[src/design/ovd_pkg.sv]
// Purpose: constants for the video RAM entry decoder
// Assumes: entries arrive as even/odd nibble pairs
// Notes:   character ROM addresses are 12 bits wide
`default_nettype none
package ovd_pkg;
    localparam int          ENTRY_W       = 8;
    localparam int          TYPE_MSB      = 7;
    localparam int          TYPE_LSB      = 6;
    localparam int          DATA_W        = 6;
    localparam int          ROM_ADDR_W    = 12;
    localparam int          VRAM_ADDR_W   = 7;
    localparam logic [1:0]  TYPE_PATTERN  = 2'h0;
    localparam logic [1:0]  TYPE_CR_BANK1 = 2'h1;
    localparam logic [1:0]  TYPE_CONTROL  = 2'h2;
    localparam logic [1:0]  TYPE_CR_BANK2 = 2'h3;
    localparam logic [1:0]  ROM_BANK0_TOP = 2'h2;
    localparam logic [1:0]  ROM_BANK1_TOP = 2'h3;
    localparam logic [11:0] ROM_REGION_LO = 12'h800;
    localparam logic [11:0] ROM_REGION_HI = 12'hF7F;
    localparam logic [3:0]  PAT_STEP_LAST = 4'hE;
    localparam logic [3:0]  CTRL_NIBBLE   = 4'hF;
    localparam logic        BANK_RST      = 1'b0;
    typedef enum logic [1:0] {
        OVD_IDLE,
        OVD_PATTERN
    } ovd_state_e;
endpackage : ovd_pkg
`default_nettype wire

[src/design/ovd_entry_decoder.sv]
// Purpose: classify video RAM entries and form character ROM and
//          return addresses for the on-screen display stream
// Assumes: one entry per entry_valid_i pulse, ROM steps paced by
//          step_ready_i from the fetch path
// Notes:   all outputs are registered
// Operation
// entry is 8 bits from even/odd nibbles; top 2 type, low 6 data
// type 00 selects a character pattern, type 10 selects control data
// type 01 is carriage return into the first VRAM bank
// type 11 is carriage return into the second VRAM bank
// pattern selector goes to ROM address bits 9 to 4
// bank flag picks 080xH base or 0C0xH base
// pattern fetches stay inside 0800H to 0F7FH
// one pattern is 15 steps, low nibble 0 to E
// control selector maps to bits 9 to 4 with low nibble F
// a carriage return ends the current row
// two carriage returns in a row end the screen
// return payload addresses the first entry of next row
// payload upper 3 bits are row, lower 3 are column high bits
// return column address bit 0 is forced to zero
// return target is row times sixteen plus column in chosen bank
// software avoids second-bank selectors beyond the ROM region top
`default_nettype none
module ovd_entry_decoder (
    input  wire logic                          clk_i,
    input  wire logic                          sys_rst_i,
    input  wire logic                          clk_en_i,
    input  wire logic                          entry_valid_i,
    input  wire logic [3:0]                    entry_even_i,
    input  wire logic [3:0]                    entry_odd_i,
    input  wire logic                          char_rom_bank_select_i,
    input  wire logic                          step_ready_i,
    output logic                               busy_o,
    output logic                               rom_valid_o,
    output logic [ovd_pkg::ROM_ADDR_W-1:0]     rom_addr_o,
    output logic                               rom_is_control_o,
    output logic                               rom_range_err_o,
    output logic                               cr_valid_o,
    output logic                               cr_bank2_o,
    output logic [ovd_pkg::VRAM_ADDR_W-1:0]    cr_addr_o,
    output logic                               row_end_o,
    output logic                               screen_end_o
);

////////////////////////////////////////////////////////////////////////
    logic [ovd_pkg::ENTRY_W-1:0]  entry;
    logic [1:0]                   entry_type;
    logic [ovd_pkg::DATA_W-1:0]   entry_data;
    logic                         is_cr;
    logic                         take;
    logic [ovd_pkg::ROM_ADDR_W-1:0] sel_base;
    logic                         prev_cr_reg;
    logic [3:0]                   step_reg;
    ovd_pkg::ovd_state_e          state_reg;
    logic                         pat_in_region;
    logic [4:0]                   seen_steps_reg;

    assign entry      = {entry_even_i, entry_odd_i};
    assign entry_type = entry[ovd_pkg::TYPE_MSB:ovd_pkg::TYPE_LSB];
    assign entry_data = entry[ovd_pkg::DATA_W-1:0];
    assign is_cr      = entry_type[0];
    // new entries are only taken while no pattern burst is running
    assign take       = clk_en_i && entry_valid_i &&
                        state_reg == ovd_pkg::OVD_IDLE;
    // selector into bits 9..4, bank flag into bit 10, region bit 11
    assign sel_base   = {1'b1, char_rom_bank_select_i, entry_data,
                         4'h0};
    // bank 1 tops out below its last selectors; those are never fetched as patterns
    assign pat_in_region = sel_base <= ovd_pkg::ROM_REGION_HI;

////////////////////////////////////////////////////////////////////////
    // pattern burst sequencer
    always_ff @(posedge clk_i or posedge sys_rst_i) begin
        if (sys_rst_i) begin
            state_reg <= ovd_pkg::OVD_IDLE;
            step_reg  <= 4'h0;
        end else if (clk_en_i) begin
            unique case (state_reg)
                ovd_pkg::OVD_IDLE: begin
                    // out-of-region selectors start no burst: no steps come
                    if (take && entry_type == ovd_pkg::TYPE_PATTERN
                        && pat_in_region) begin
                        state_reg <= ovd_pkg::OVD_PATTERN;
                        step_reg  <= 4'h0;
                    end
                end
                ovd_pkg::OVD_PATTERN: begin
                    if (step_ready_i) begin
                        if (step_reg == ovd_pkg::PAT_STEP_LAST) begin
                            state_reg <= ovd_pkg::OVD_IDLE;
                        end else begin
                            step_reg <= step_reg + 4'h1;
                        end
                    end
                end
                default: state_reg <= ovd_pkg::OVD_IDLE;
            endcase
        end
    end

////////////////////////////////////////////////////////////////////////
    // ROM address stream; stays on each step until the path accepts it
    always_ff @(posedge clk_i or posedge sys_rst_i) begin
        if (sys_rst_i) begin
            rom_valid_o      <= 1'b0;
            rom_addr_o       <= ovd_pkg::ROM_REGION_LO;
            rom_is_control_o <= 1'b0;
            rom_range_err_o  <= 1'b0;
            busy_o           <= 1'b0;
        end else if (clk_en_i) begin
            if (take && entry_type == ovd_pkg::TYPE_PATTERN) begin
                rom_valid_o      <= pat_in_region;
                rom_addr_o       <= sel_base;
                rom_is_control_o <= 1'b0;
                busy_o           <= pat_in_region;
                // out-of-region selectors are flagged, never fetched
                rom_range_err_o  <= !pat_in_region;
            end else if (take && entry_type == ovd_pkg::TYPE_CONTROL) begin
                rom_valid_o      <= 1'b1;
                rom_addr_o       <= {sel_base[11:4],
                                     ovd_pkg::CTRL_NIBBLE};
                rom_is_control_o <= 1'b1;
                rom_range_err_o  <= 1'b0;
            end else if (state_reg == ovd_pkg::OVD_PATTERN
                         && step_ready_i) begin
                if (step_reg == ovd_pkg::PAT_STEP_LAST) begin
                    rom_valid_o <= 1'b0;
                    busy_o      <= 1'b0;
                end else begin
                    rom_addr_o <= {rom_addr_o[11:4],
                                   step_reg + 4'h1};
                end
            end else if (state_reg == ovd_pkg::OVD_IDLE) begin
                rom_valid_o     <= 1'b0;
                rom_range_err_o <= 1'b0;
                busy_o          <= 1'b0;
            end
        end
    end

////////////////////////////////////////////////////////////////////////
    // carriage return decode, one-cycle pulses per taken entry
    always_ff @(posedge clk_i or posedge sys_rst_i) begin
        if (sys_rst_i) begin
            cr_valid_o   <= 1'b0;
            cr_bank2_o   <= 1'b0;
            cr_addr_o    <= '0;
            row_end_o    <= 1'b0;
            screen_end_o <= 1'b0;
            prev_cr_reg  <= 1'b0;
        end else if (clk_en_i) begin
            cr_valid_o   <= 1'b0;
            row_end_o    <= 1'b0;
            screen_end_o <= 1'b0;
            if (take) begin
                prev_cr_reg <= is_cr;
                if (is_cr) begin
                    cr_valid_o <= 1'b1;
                    cr_bank2_o <= entry_type == ovd_pkg::TYPE_CR_BANK2;
                    // row*16 + column, column bit 0 always zero
                    cr_addr_o  <= {entry_data[5:3], entry_data[2:0],
                                   1'b0};
                    row_end_o  <= 1'b1;
                    screen_end_o <= prev_cr_reg;
                end
            end
        end
    end

////////////////////////////////////////////////////////////////////////
    // steps counted apart from step_reg, so a broken step_reg shows
    always_ff @(posedge clk_i or posedge sys_rst_i) begin
        if (sys_rst_i) begin
            seen_steps_reg <= 5'h00;
        end else if (clk_en_i) begin
            if (take) begin
                seen_steps_reg <= 5'h00;
            end else if (rom_valid_o && !rom_is_control_o
                         && step_ready_i) begin
                seen_steps_reg <= seen_steps_reg + 5'h01;
            end
        end
    end
endmodule : ovd_entry_decoder
`default_nettype wire

[config.mk]
export PLATFORM = sky130hd
export DESIGN_NAME = ovd_entry_decoder
export DESIGN_NICKNAME = d
export VERILOG_FILES = /design/src/design/ovd_pkg.sv /design/src/design/ovd_entry_decoder.sv
export SDC_FILE = /design/constraint.sdc
export NUM_CORES = 1
export LEC_CHECK = 0
export BUFFER_PORTS_ARGS = -buffer_cell sky130_fd_sc_hd__buf_4
export CAP_MARGIN = 20
export CORE_MARGIN = 2
export CORE_UTILIZATION = 45
export DETAILED_ROUTE_END_ITERATION = 8
export PLACE_DENSITY = 0.73
export SYNTH_ARGS = -nofsm -noshare
export SYNTH_HDL_FRONTEND = slang
export SYNTH_SLANG_ARGS = --single-unit
[constraint.sdc]
create_clock -name clk_i -period 2.1 [get_ports clk_i]
set_clock_uncertainty 0.05 [all_clocks]
set_input_delay 0.315 -clock clk_i [delete_from_list [all_inputs] [get_ports clk_i]]
set_output_delay 0.315 -clock clk_i [all_outputs]
set_load 0.02 [all_outputs]
After elaboration in Yosys (flattened, before gate mapping)
Cells that the tools add are included. W data, S select, Z words.

Register bits after elaboration: 32. Input bits: 14. Output and inout bits: 27. Logic and storage cells: 80.

Add/subtract/negate cells: 1. Order comparisons: 1. Equality and inequality tests: 13. Mux-type cells: 28. Reductions and logical operators: 24.

Operator list (number): $mux W12 (2); $mux W4 (5); $mux W1 (16); $le A12 B12 Y1 const B (1); $reduce_and A3 Y1 (4); $reduce_bool A3 Y1 (3); $ne A2 B2 Y1 const B (4); $pmux W4 S2 (1); $reduce_and A4 Y1 (2); $logic_and A1 B1 Y1 (6); $mux W2 (3); $ne A3 B3 Y1 const B (2); $reduce_and A5 Y1 (1); $add A4 B1 Y4 const B (1); $eq A2 B2 Y1 const B (2); $eq A4 B4 Y1 const B (1); $logic_not A2 Y1 (2); $ne A4 B4 Y1 const B (1); $pmux W2 S2 (1); $reduce_and A2 Y1 (2); $reduce_bool A2 Y1 (2); $reduce_bool A4 Y1 (1); $ne A3 B1 Y1 const B (1); $eq A2 B1 Y1 const B (1); other kinds (2) (2).

Depth between registers and ports, before layout
Gate-level depths: netlist (run 1).

Depth in word-level cells: 6. Depth in mapped cells: 6. Depth with buffers taken out: 5.

Worst setup path after synthesis (run 1)
No wires, ideal clock.

Kind: reg2reg. Start point: register step_reg[0]. End point: register rom_addr_o[0] (netlist bit). Library setup time: 0.082 ns. Arrival: 1.405 ns. Data required time: 1.968 ns. Setup slack: 0.563 ns. Stages on the path, launching flop included: 7. Path buffers: 1. Clock period less this slack: 1.537 ns. Cell sequence: dfrtp_1 inv_1 ha_1 and3_1 buf_6 or3_1 a31oi_1.

Cells in the longest elaborated chain, start to end: 5. Elaborated cells between the ends (all ways): 8. Those cells by class: add/sub: 1; eq/ne: 2; mux: 4; reduce/logical: 1.

RTL lines: start: declaration (line ovd_entry_decoder.sv:53) `logic [3:0] step_reg;`; start signal: assignment (line ovd_entry_decoder.sv:92) `step_reg <= step_reg + 4'h1;`; $add A4 B1 Y4 (line ovd_entry_decoder.sv:131) `step_reg + 4'h1};`; $mux W4 (line ovd_entry_decoder.sv:126) `if (step_reg == ovd_pkg::PAT_STEP_LAST) begin`; $mux W4 (line ovd_entry_decoder.sv:124) `end else if (state_reg == ovd_pkg::OVD_PATTERN`; $mux W12 (line ovd_entry_decoder.sv:118) `end else if (take && entry_type == ovd_pkg::TYPE_CONTROL) begin`; $mux W12 (line ovd_entry_decoder.sv:111) `if (take && entry_type == ovd_pkg::TYPE_PATTERN) begin`; end signal: assignment (line ovd_entry_decoder.sv:113) `rom_addr_o <= sel_base;`; end signal: assignment (line ovd_entry_decoder.sv:120) `rom_addr_o <= {sel_base[11:4],`; end signal: assignment (line ovd_entry_decoder.sv:130) `rom_addr_o <= {rom_addr_o[11:4],`; end: declaration (line ovd_entry_decoder.sv:35) `output logic [ovd_pkg::ROM_ADDR_W-1:0] rom_addr_o,`.

Parallel ways exist; a longest one is shown, timed or not. The select of a mux whose other input is x is not followed. A chain may end at the register's enable or synchronous reset.

Worst setup path after layout (run 1)
Start point: register state_reg[0]. End point: register step_reg[1].

Cells in the longest elaborated chain, start to end: 6. Elaborated cells between the ends (all ways): 11. Those cells by class: eq/ne: 4; mux: 1; reduce/logical: 6.

RTL lines: start: declaration (line ovd_entry_decoder.sv:54) `ovd_pkg::ovd_state_e state_reg;`; start signal: assignment (line ovd_entry_decoder.sv:75) `state_reg <= ovd_pkg::OVD_IDLE;`; start signal: assignment (line ovd_entry_decoder.sv:83) `state_reg <= ovd_pkg::OVD_PATTERN;`; start signal: assignment (line ovd_entry_decoder.sv:90) `state_reg <= ovd_pkg::OVD_IDLE;`; $logic_not A2 Y1 (line ovd_entry_decoder.sv:64, ovd_entry_decoder.sv:78); $logic_and A1 B1 Y1 (line ovd_entry_decoder.sv:63) `assign take = clk_en_i && entry_valid_i &&`; $logic_and A1 B1 Y1 (line ovd_entry_decoder.sv:81) `if (take && entry_type == ovd_pkg::TYPE_PATTERN`; $logic_and A1 B1 Y1 (line ovd_entry_decoder.sv:82) `&& pat_in_region) begin`; $ne A2 B1 Y1 (no source line); $reduce_and A5 Y1 (no source line).

Parallel ways exist; a longest one is shown, timed or not.

==> results of run 1 <==
[power breakdown]
| group | internal, W | leakage, nW | switching, W | total (W) |
|---|---|---|---|---|
| Combinational | 0.000471 | 0.459 | 0.000533 | 0.00100 |
| Sequential | 0.000848 | 0.386 | 0.000161 | 0.00101 |
| Clock | 0.000124 | 0.0347 | 0.000203 | 0.000328 |
| Total | 0.00144 | 0.879 | 0.000898 | 0.00234 |
[worst max-delay path: stages (launching register included)]
cell and delay [ns]:
dfrtp_1 0.46, nand4bb_1 0.48, o32ai_4 0.44, o21ai_0 0.13
[logic make-up after synthesis]
kind of cell,Yosys count
multiplexers,7
buffers and inverters,15
XOR/XNOR,2
adder cells (fa/ha/maj),2
AO/OA/AOI/OAI,21
other,1
flip-flops,31
AND/OR/NAND/NOR,43
[per-layer routing]
metal  global-route usage  vias up  wire (um)
met5                    0        -          0
met4               0.0974        0         38
met3               0.0480        5        158
met2                0.281       34       1360
met1                0.224      511       1210
li1                     -      506          -
[layout make-up]
| cell class | instances | area, um^2 | share of cell area |
|---|---|---|---|
| clock buffers | 5 | 37.5 | 0.0216 |
| well taps | 33 | 41.3 | 0.0238 |
| clock inverters | 3 | 15.0 | 0.00864 |
| flip-flops and latches | 31 | 777 | 0.447 |
| inverters | 9 | 33.8 | 0.0194 |
| repair buffers | 42 | 315 | 0.181 |
| multi-input cells | 76 | 518 | 0.298 |
[cell usage in the layout (no fill, tap or decap), drive strengths merged, types with 2 or more instances in the layout]
| cell | instances |
|---|---|
| ha | 2 |
| nand3 | 3 |
| o21ai | 6 |
| xnor2 | 2 |
| mux2 | 7 |
| a21o | 2 |
| o211ai | 4 |
| dfrtp | 30 |
| nor4bb | 2 |
| clkbuf | 5 |
| nand2b | 2 |
| o22ai | 2 |
| or3 | 2 |
| nand2 | 25 |
| a31oi | 2 |
| buf | 42 |
| clkinv | 3 |
| inv | 9 |
[worst paths after layout]
| kind | from | end | slack (ns) | cells after the start |
|---|---|---|---|---|
| worst max-delay path | state_reg[0] | step_reg[1] | 0.40 | 3 |
| worst min-delay path | sys_rst_i | cr_bank2_o | -0.003 | 3 |
| worst max register to register | state_reg[0] | step_reg[1] | 0.40 | 3 |
| worst min register to register | rom_addr_o[4] | rom_addr_o[4] | 0.44 | 2 |
| max in group asynchronous | sys_rst_i | rom_addr_o[11] | 1.69 | 3 |
| min in group clk_i | entry_odd_i[2] | rom_addr_o[6] | 0.12 | 3 |
[metrics by stage]
step           worst slack, ns  utilization  power [W]  cells  hold slack, ns
3_5_place_dp             0.437        0.566    0.00204    191           0.374
4_1_cts                  0.408        0.584    0.00237    199         0.00119
5_1_grt                  0.240        0.584    0.00250    199          0.0221
2_1_floorplan            0.563            -    0.00159    122           0.368
6_report                 0.403        0.584    0.00234    199        -0.00283
3_3_place_gp             0.433        0.566    0.00201    191           0.369
==> flow_summary.toml, run 1 <==
[synth]
yosysTopAreaCellShare = 0.548
synth_cells = 122
synthXorXnorAreaFrac = 0.0128
synth_fp_nets = 138
synth_area_per_cell_um2 = 11.2
synth-edff-count = 0
yosysSeqAreaShare = 0.567
synth_top_family_by_area = "simple AND/OR/NAND/NOR gates"
synth_fa_ha_area_frac = 0.0183
synthArstFlopShare = 1.00
ys_top_cells_by_count = "dfrtp_1 (30), nand2_1 (25), inv_1 (9)"
synth-simple-area-share = 0.167
netlist-cell-type-count = 36
synthMuxAreaShare = 0.0575
yosys.area.top_type = "dfrtp_1"
netlist_top_cells_area = "dfrtp_1 (55%), nand2_1 (6.8%), mux2_2 (5.8%)"
yosys_most_used_dff = "dfrtp_1"
yosysMostFrequentCell = "dfrtp_1"
yosys_warnings = 0
ys_ff_latch = 31
synth_compound_area_frac = 0.120
netlist_area_um2 = 1370

[drt]
firstDrtPassIters = 4
final_antenna_net_count = 0
wirelength_mm = 2.77
route.detailed.drc = 0
wl_per_cell_um = 13.9
drt_iter0_markers = 39
vias = 1056
vias_per_cell = 5.31

[grt]
grt_pass1_vias = 1019
grt_max_degree = 32
antenna_found_initial = 0
grt_first_pass_wirelength_mm = 4.55
globalRouteOverflowTotal = 0
track_usage = 0.179

[floorplan]
rows = 20
fp.dieArea_um2 = 3500
die_w_um = 59.2
coreArea_um2 = 2980
io_pins = 41
die_height_um = 59.2
start_util = 0.460

[clocking]
worstSkewPairLatency_ns = 0.34
hold_buffers = 0
cts_resized = 0
path_clk_slew_ns = 0.10
cts_setup_buffers = 0
cts.sinks = 31
cts.path.max_buffers = 2
cts_max_level = 2
cts_tree = "yes"
numCtsBuffers = 5
root_buffer = "clkbuf_4"

[min_path]
hp-class = "in -> async"

[sta]
slew_violations = 0
tns_ns = 0
period_share = 0.808
setup_viol = 0
fin_crit_ns = 1.70
rsz0062_at_grt = "no"
max_freq_ghz = 0.589
hold_violations = 13
whs_ns = -0.00283

[finish]
drive_gt1_frac = 0.373
nets = 181
antenna_cells = 0
fill_cells = 262
largest_register_ffs = 12
syn_to_final_growth_pct = 26.8
design_area_um2 = 1740

[placement]
dpl_cell_area_um2 = 1690
gp_congestion = 0.750
io_buffers = 39
hpwl_mm = 2.12

[critical_path]
required_ns = 2.26
crit_fanout = 9
endpoint_kind = "register"
crit_arrival_ns = 1.85
worst-setup-path-type = "reg -> reg"
start_kind = "register"

[run_status]
failed_checks = "hold timing"
outcome = "finished with violations"

[flow_run]
cap_violations = 0

[pwr]
power.leakage_nw = 0.879
ir_worst_vdd_uv = 707
powerDensity_nw_per_um2 = 1350
No activity file was read; power rests on OpenSTA's default activity.
==> run 2: changes to the inputs <==
--- a/config.mk
+++ b/config.mk
@@ -10,7 +10,7 @@
 export CORE_MARGIN = 2
 export CORE_UTILIZATION = 45
 export DETAILED_ROUTE_END_ITERATION = 8
-export PLACE_DENSITY = 0.73
+export PLACE_DENSITY = 0.76
 export SYNTH_ARGS = -nofsm -noshare
 export SYNTH_HDL_FRONTEND = slang
 export SYNTH_SLANG_ARGS = --single-unit
==> constraint.sdc (replaced) <==
create_clock -name clk_i -period 1.55 [get_ports clk_i]
set_clock_uncertainty 0.05 [all_clocks]
set_input_delay 0.2325 -clock clk_i [delete_from_list [all_inputs] [get_ports clk_i]]
set_output_delay 0.2325 -clock clk_i [all_outputs]
set_load 0.02 [all_outputs]
==> run 2 against run 1 <==
The run now ends clean. Combinational power increased by 48%. Sequential share of layout area decreased by 2.2 points. Utilization increased by 3.1 points. Via count increased by 6.8%. Count of clock-buffer cells in the layout increased by 3. Sequential cell count unchanged. Worst setup slack got worse by 0.35 ns. Critical path depth increased by 2. Routed wire length increased by 16%. Final cell count increased by 4.0%.
==> flow_summary.toml, run 2 (synthesis gave the netlist of run 1 again) <==
[finish]
multi_input_area_um2 = 531
seq_area_um2 = 777
antenna_cells = 0
largest_register_ffs = 12
drive_gt1_frac = 0.402
design_area_um2 = 1830
syn_to_final_growth_pct = 33.5
nets = 189
final_common_cell = "buf_4"
final_cell_mix = "buf_4 (49), dfrtp_1 (30), nand2_1 (25)"
fill_cells = 255

[grt]
globalRouteOverflowTotal = 0
grt_first_pass_wirelength_mm = 5.26
grt_max_degree = 32
grt_pass1_vias = 1121
track_usage = 0.207
antenna_found_initial = 0

[placement]
hpwl_mm = 2.26
io_buffers = 39
dpl_cell_area_um2 = 1740
gp_congestion = 0.870

[critical_path]
required_ns = 1.76
crit_fanout = 9
endpoint_kind = "register"
worst-setup-path-type = "reg -> reg"
cpPeakStageDelay_ns = 0.36
r2r_cells = 5
critPathLaunch = "step_reg[0]"
worstPathCellList = "inv_1 -> ha_1 -> and3_4 -> or3_1 -> a31oi_1"
cp_top_family = "simple AND/OR/NAND/NOR gates"
rr_startpoint = "step_reg[0]"
start_kind = "register"
crit_slowest_cell = "dfrtp_1"
rrSetupSlack_ns = 0.05
r2r-end = "rom_addr_o[1]"
path_buf_inv = 1
crit_arrival_ns = 1.70
endpoint = "rom_addr_o[1]"
path_depth = 5

[clocking]
cts_tree = "yes"
cts_max_level = 2
numCtsBuffers = 5
path_clk_slew_ns = 0.10
cts.sinks = 31
cts_setup_buffers = 0
worstSkewPairLatency_ns = 0.34
root_buffer = "clkbuf_4"
cts.path.max_buffers = 2

[pwr]
p_comb_frac = 0.439
p_total_w = 0.00338
power_frac_seq = 0.399
ir_worst_vdd_uv = 962
clkPwrFrac = 0.162
p_sw_w = 0.00127
switching_share = 0.375
powerDensity_nw_per_um2 = 1850
power.internal_w = 0.00211
power.leakage_nw = 0.921

[drt]
vias_per_cell = 5.45
drt_iter0_markers = 51
wirelength_mm = 3.21
wl_per_cell_um = 15.5
vias = 1128
firstDrtPassIters = 4
route.detailed.drc = 0
final_antenna_net_count = 0

[min_path]
hp-class = "in -> reg"

[floorplan]
die_w_um = 59.2
start_util = 0.460
die_height_um = 59.2
rows = 20
io_pins = 41
fp.dieArea_um2 = 3500
coreArea_um2 = 2980

[flow_run]
cap_violations = 0

[sta]
whs_ns = 0.0487
max_freq_ghz = 0.668
fin_crit_ns = 1.50
hold_violations = 0
setup_viol = 0
period_share = 0.966
tns_ns = 0
slew_violations = 0

[run_status]
outcome = "complete, no violations"
run 2: worst min-delay path by stage:
| stage | cells past startpoint | endpoint | from | slack, ns |
|---|---|---|---|---|
| 2_1_floorplan | 1 | busy_o | sys_rst_i | 0.29 |
| 3_3_place_gp | 3 | cr_addr_o[1] | sys_rst_i | 0.28 |
| 3_5_place_dp | 3 | cr_addr_o[1] | sys_rst_i | 0.29 |
| 4_1_cts | 3 | rom_addr_o[4] | entry_odd_i[0] | 0.03 |
| 5_1_grt | 3 | rom_addr_o[4] | entry_odd_i[0] | 0.05 |
| 6_report | 3 | rom_addr_o[4] | entry_odd_i[0] | 0.05 |
run 2: per-layer routing:
metal | share of wire | GRT usage
met3 | 0.044 | 0.0699
met2 | 0.55 | 0.343
met4 | 0.021 | 0.0877
met5 | 0 | 0
met1 | 0.38 | 0.245
run 2: worst register-to-register path: stages (launching register included):
cell and delay [ns]:
dfrtp_1 0.36, inv_1 0.06, ha_1 0.22, and3_4 0.22, or3_1 0.36, a31oi_1 0.15
run 2: power by group through the flow:
| stage | Combinational (W) | Sequential (W) | Clock (W) |
|---|---|---|---|
| 2_1_floorplan | 0.000470 | 0.00169 | 0 |
| 5_1_grt | 0.00161 | 0.00140 | 0.000587 |
| 6_report | 0.00148 | 0.00135 | 0.000547 |
| 3_3_place_gp | 0.00142 | 0.00134 | 0 |
| 4_1_cts | 0.00148 | 0.00135 | 0.000561 |
| 3_5_place_dp | 0.00147 | 0.00136 | 0 |
run 2: timing repair:
| item | CTS | global route |
|---|---|---|
| pin swaps | 0 | 3 |
| hold buffers | 1 | 0 |
| resized for setup | 2 | 2 |
| setup endpoints to repair | 4 | 8 |
| endpoints found under the hold margin | 30 | 0 |
run 2: area by class of cell:
| type | instances | share of cell area |
|---|---|---|
| clock buffers | 8 | 0.0376 |
| well taps | 33 | 0.0226 |
| repair buffers | 50 | 0.207 |
| flip-flops and latches | 31 | 0.425 |
| inverters | 9 | 0.0185 |
| multi-input cells | 76 | 0.290 |
run 2: through the flow:
stage,util,instances,setup slack [ns]
after floorplan,-,122,0.0135
final,0.614,207,0.0520
after CTS,0.612,207,0.0441
after global placement,0.584,198,0.0733
after global routing,0.614,207,-0.00136
after detailed placement,0.584,198,-0.00525
==> run 3: changes to the inputs <==
--- a/config.mk
+++ b/config.mk
@@ -7,6 +7,7 @@
 export LEC_CHECK = 0
 export BUFFER_PORTS_ARGS = -buffer_cell sky130_fd_sc_hd__buf_4
 export CAP_MARGIN = 20
+export CORE_ASPECT_RATIO = 1.1
 export CORE_MARGIN = 2
 export CORE_UTILIZATION = 45
 export DETAILED_ROUTE_END_ITERATION = 8
==> run 3 against run 2 <==
Combinational power hardly changed. Utilization grew 0.98 points. Global-route usage fell by 2.2 points. Critical endpoint unchanged. Sequential cell count did not move.
==> flow_summary.toml, run 3 (synthesis gave the netlist of run 1 again) <==
[run_status]
outcome = "complete, no violations"

[placement]
gp_congestion = 0.818
post-place-ws_ns = -0.0392
dpl_cell_area_um2 = 1720
io_buffers = 39
hpwl_mm = 2.15

[finish]
largest_register_ffs = 12
drive_gt1_frac = 0.420
final_cell_mix = "buf_4 (49), dfrtp_1 (30), nand2_1 (25)"
fill_cells = 240
final_common_cell = "buf_4"
nets = 189
syn_to_final_growth_pct = 35.3
antenna_cells = 0
design_area_um2 = 1850

[sta]
max_freq_ghz = 0.680
hold_violations = 0
period_share = 0.949
setup_viol = 0
setup_slack_ns = 0.0795
fin_crit_ns = 1.47
rsz0062_at_grt = "no"
whs_ns = 0.0420
slew_violations = 0

[drt]
wirelength_mm = 3.06
firstDrtPassIters = 4
vias = 1118
wl_per_cell_um = 14.7
drt_iter0_markers = 22
route.detailed.drc = 0
final_antenna_net_count = 0
vias_per_cell = 5.38

[grt]
antenna_found_initial = 0
grt_first_pass_wirelength_mm = 4.85
grt_max_degree = 32
globalRouteOverflowTotal = 0
track_usage = 0.185
grt_pass1_vias = 1067

[critical_path]
required_ns = 1.75
endpoint_kind = "register"
crit_arrival_ns = 1.67
worstPathCellList = "inv_1 -> ha_2 -> and3_4 -> or3_1 -> a31oi_1"
cpPeakStageDelay_ns = 0.39
start_kind = "register"
crit_slowest_cell = "or3_1"
cp_top_family = "simple AND/OR/NAND/NOR gates"
crit_fanout = 8
worst-setup-path-type = "reg -> reg"
path_buf_inv = 1

[min_path]
hp-class = "in -> reg"

[floorplan]
rows = 21
io_pins = 41
die_w_um = 56.6
start_util = 0.461
fp.dieArea_um2 = 3500
die_height_um = 61.9
coreArea_um2 = 2970

[clocking]
path_clk_slew_ns = 0.10
cts_max_level = 2
cts_tree = "yes"
root_buffer = "clkbuf_4"
cts.sinks = 31
cts.path.max_buffers = 2
worstSkewPairLatency_ns = 0.33
numCtsBuffers = 5

[pwr]
clkPwrFrac = 0.192
power.internal_w = 0.00224
p_comb_frac = 0.420
power.leakage_nw = 0.931
ir_worst_vdd_uv = 1380
switching_share = 0.362
p_sw_w = 0.00127
powerDensity_nw_per_um2 = 1890
power_frac_seq = 0.388

[flow_run]
cap_violations = 0
-- run 3: path summary, 6_finish.rpt --
| path | from | end | slack [ns] | cells after the start |
|---|---|---|---|---|
| max | step_reg[0] | rom_addr_o[1] | 0.08 | 5 |
| min | entry_odd_i[0] | rom_addr_o[4] | 0.04 | 3 |
| max reg2reg | step_reg[0] | rom_addr_o[1] | 0.08 | 5 |
| min reg2reg | busy_o | busy_o | 0.44 | 1 |
| max in group asynchronous | sys_rst_i | rom_addr_o[11] | 0.65 | 4 |
| min in group asynchronous | sys_rst_i | cr_addr_o[1] | 0.47 | 4 |
-- run 3: cell type report --
cell class / count / area, um^2 / area share
clock buffers: 6 / 51.3 / 0.0277
clock inverters: 2 / 35.0 / 0.0189
inverters: 9 / 33.8 / 0.0182
multi-input cells: 76 / 536 / 0.289
flip-flops and latches: 31 / 777 / 0.419
well taps: 34 / 42.5 / 0.0230
repair buffers: 50 / 378 / 0.204
-- run 3: per-stage QoR --
stage               power [W]  cells  utilization  setup TNS, ns
global route          0.00371    208        0.624              0
global placement      0.00277    197        0.581              0
detailed placement    0.00282    197        0.581        -0.0606
floorplan             0.00216    122            -              0
CTS                   0.00350    206        0.615              0
finish                0.00351    208        0.624              0
-- run 3: what timing repair did --
| action | CTS | global route |
|---|---|---|
| endpoints found under the hold margin | 30 | 0 |
| resized for setup | 2 | 3 |
| endpoints found under the setup margin | 6 | 8 |
| buffers inserted | 0 | 2 |
| hold buffers | 1 | 0 |
| pin swaps | 0 | 2 |
-- run 3: worst min-delay path, stage by stage --
cell	delay [ns]
buf_4	0.08
nand2_1	0.04
nand2_1	0.04
-- run 3: metal layers --
metal	vias up	wire length (um)	GRT usage
met5	-	0	0
met4	0	66	0.102
met3	9	183	0.0621
met1	547	1320	0.223
met2	40	1490	0.297
li1	522	-	-
-- run 3: power groups by stage --
stage	clock (W)	combinational [W]	sequential [W]
finish	0.000673	0.00147	0.00136
global route	0.000712	0.00160	0.00140
CTS	0.000680	0.00145	0.00136
detailed placement	0	0.00144	0.00137
global placement	0	0.00141	0.00135
floorplan	0	0.000470	0.00169
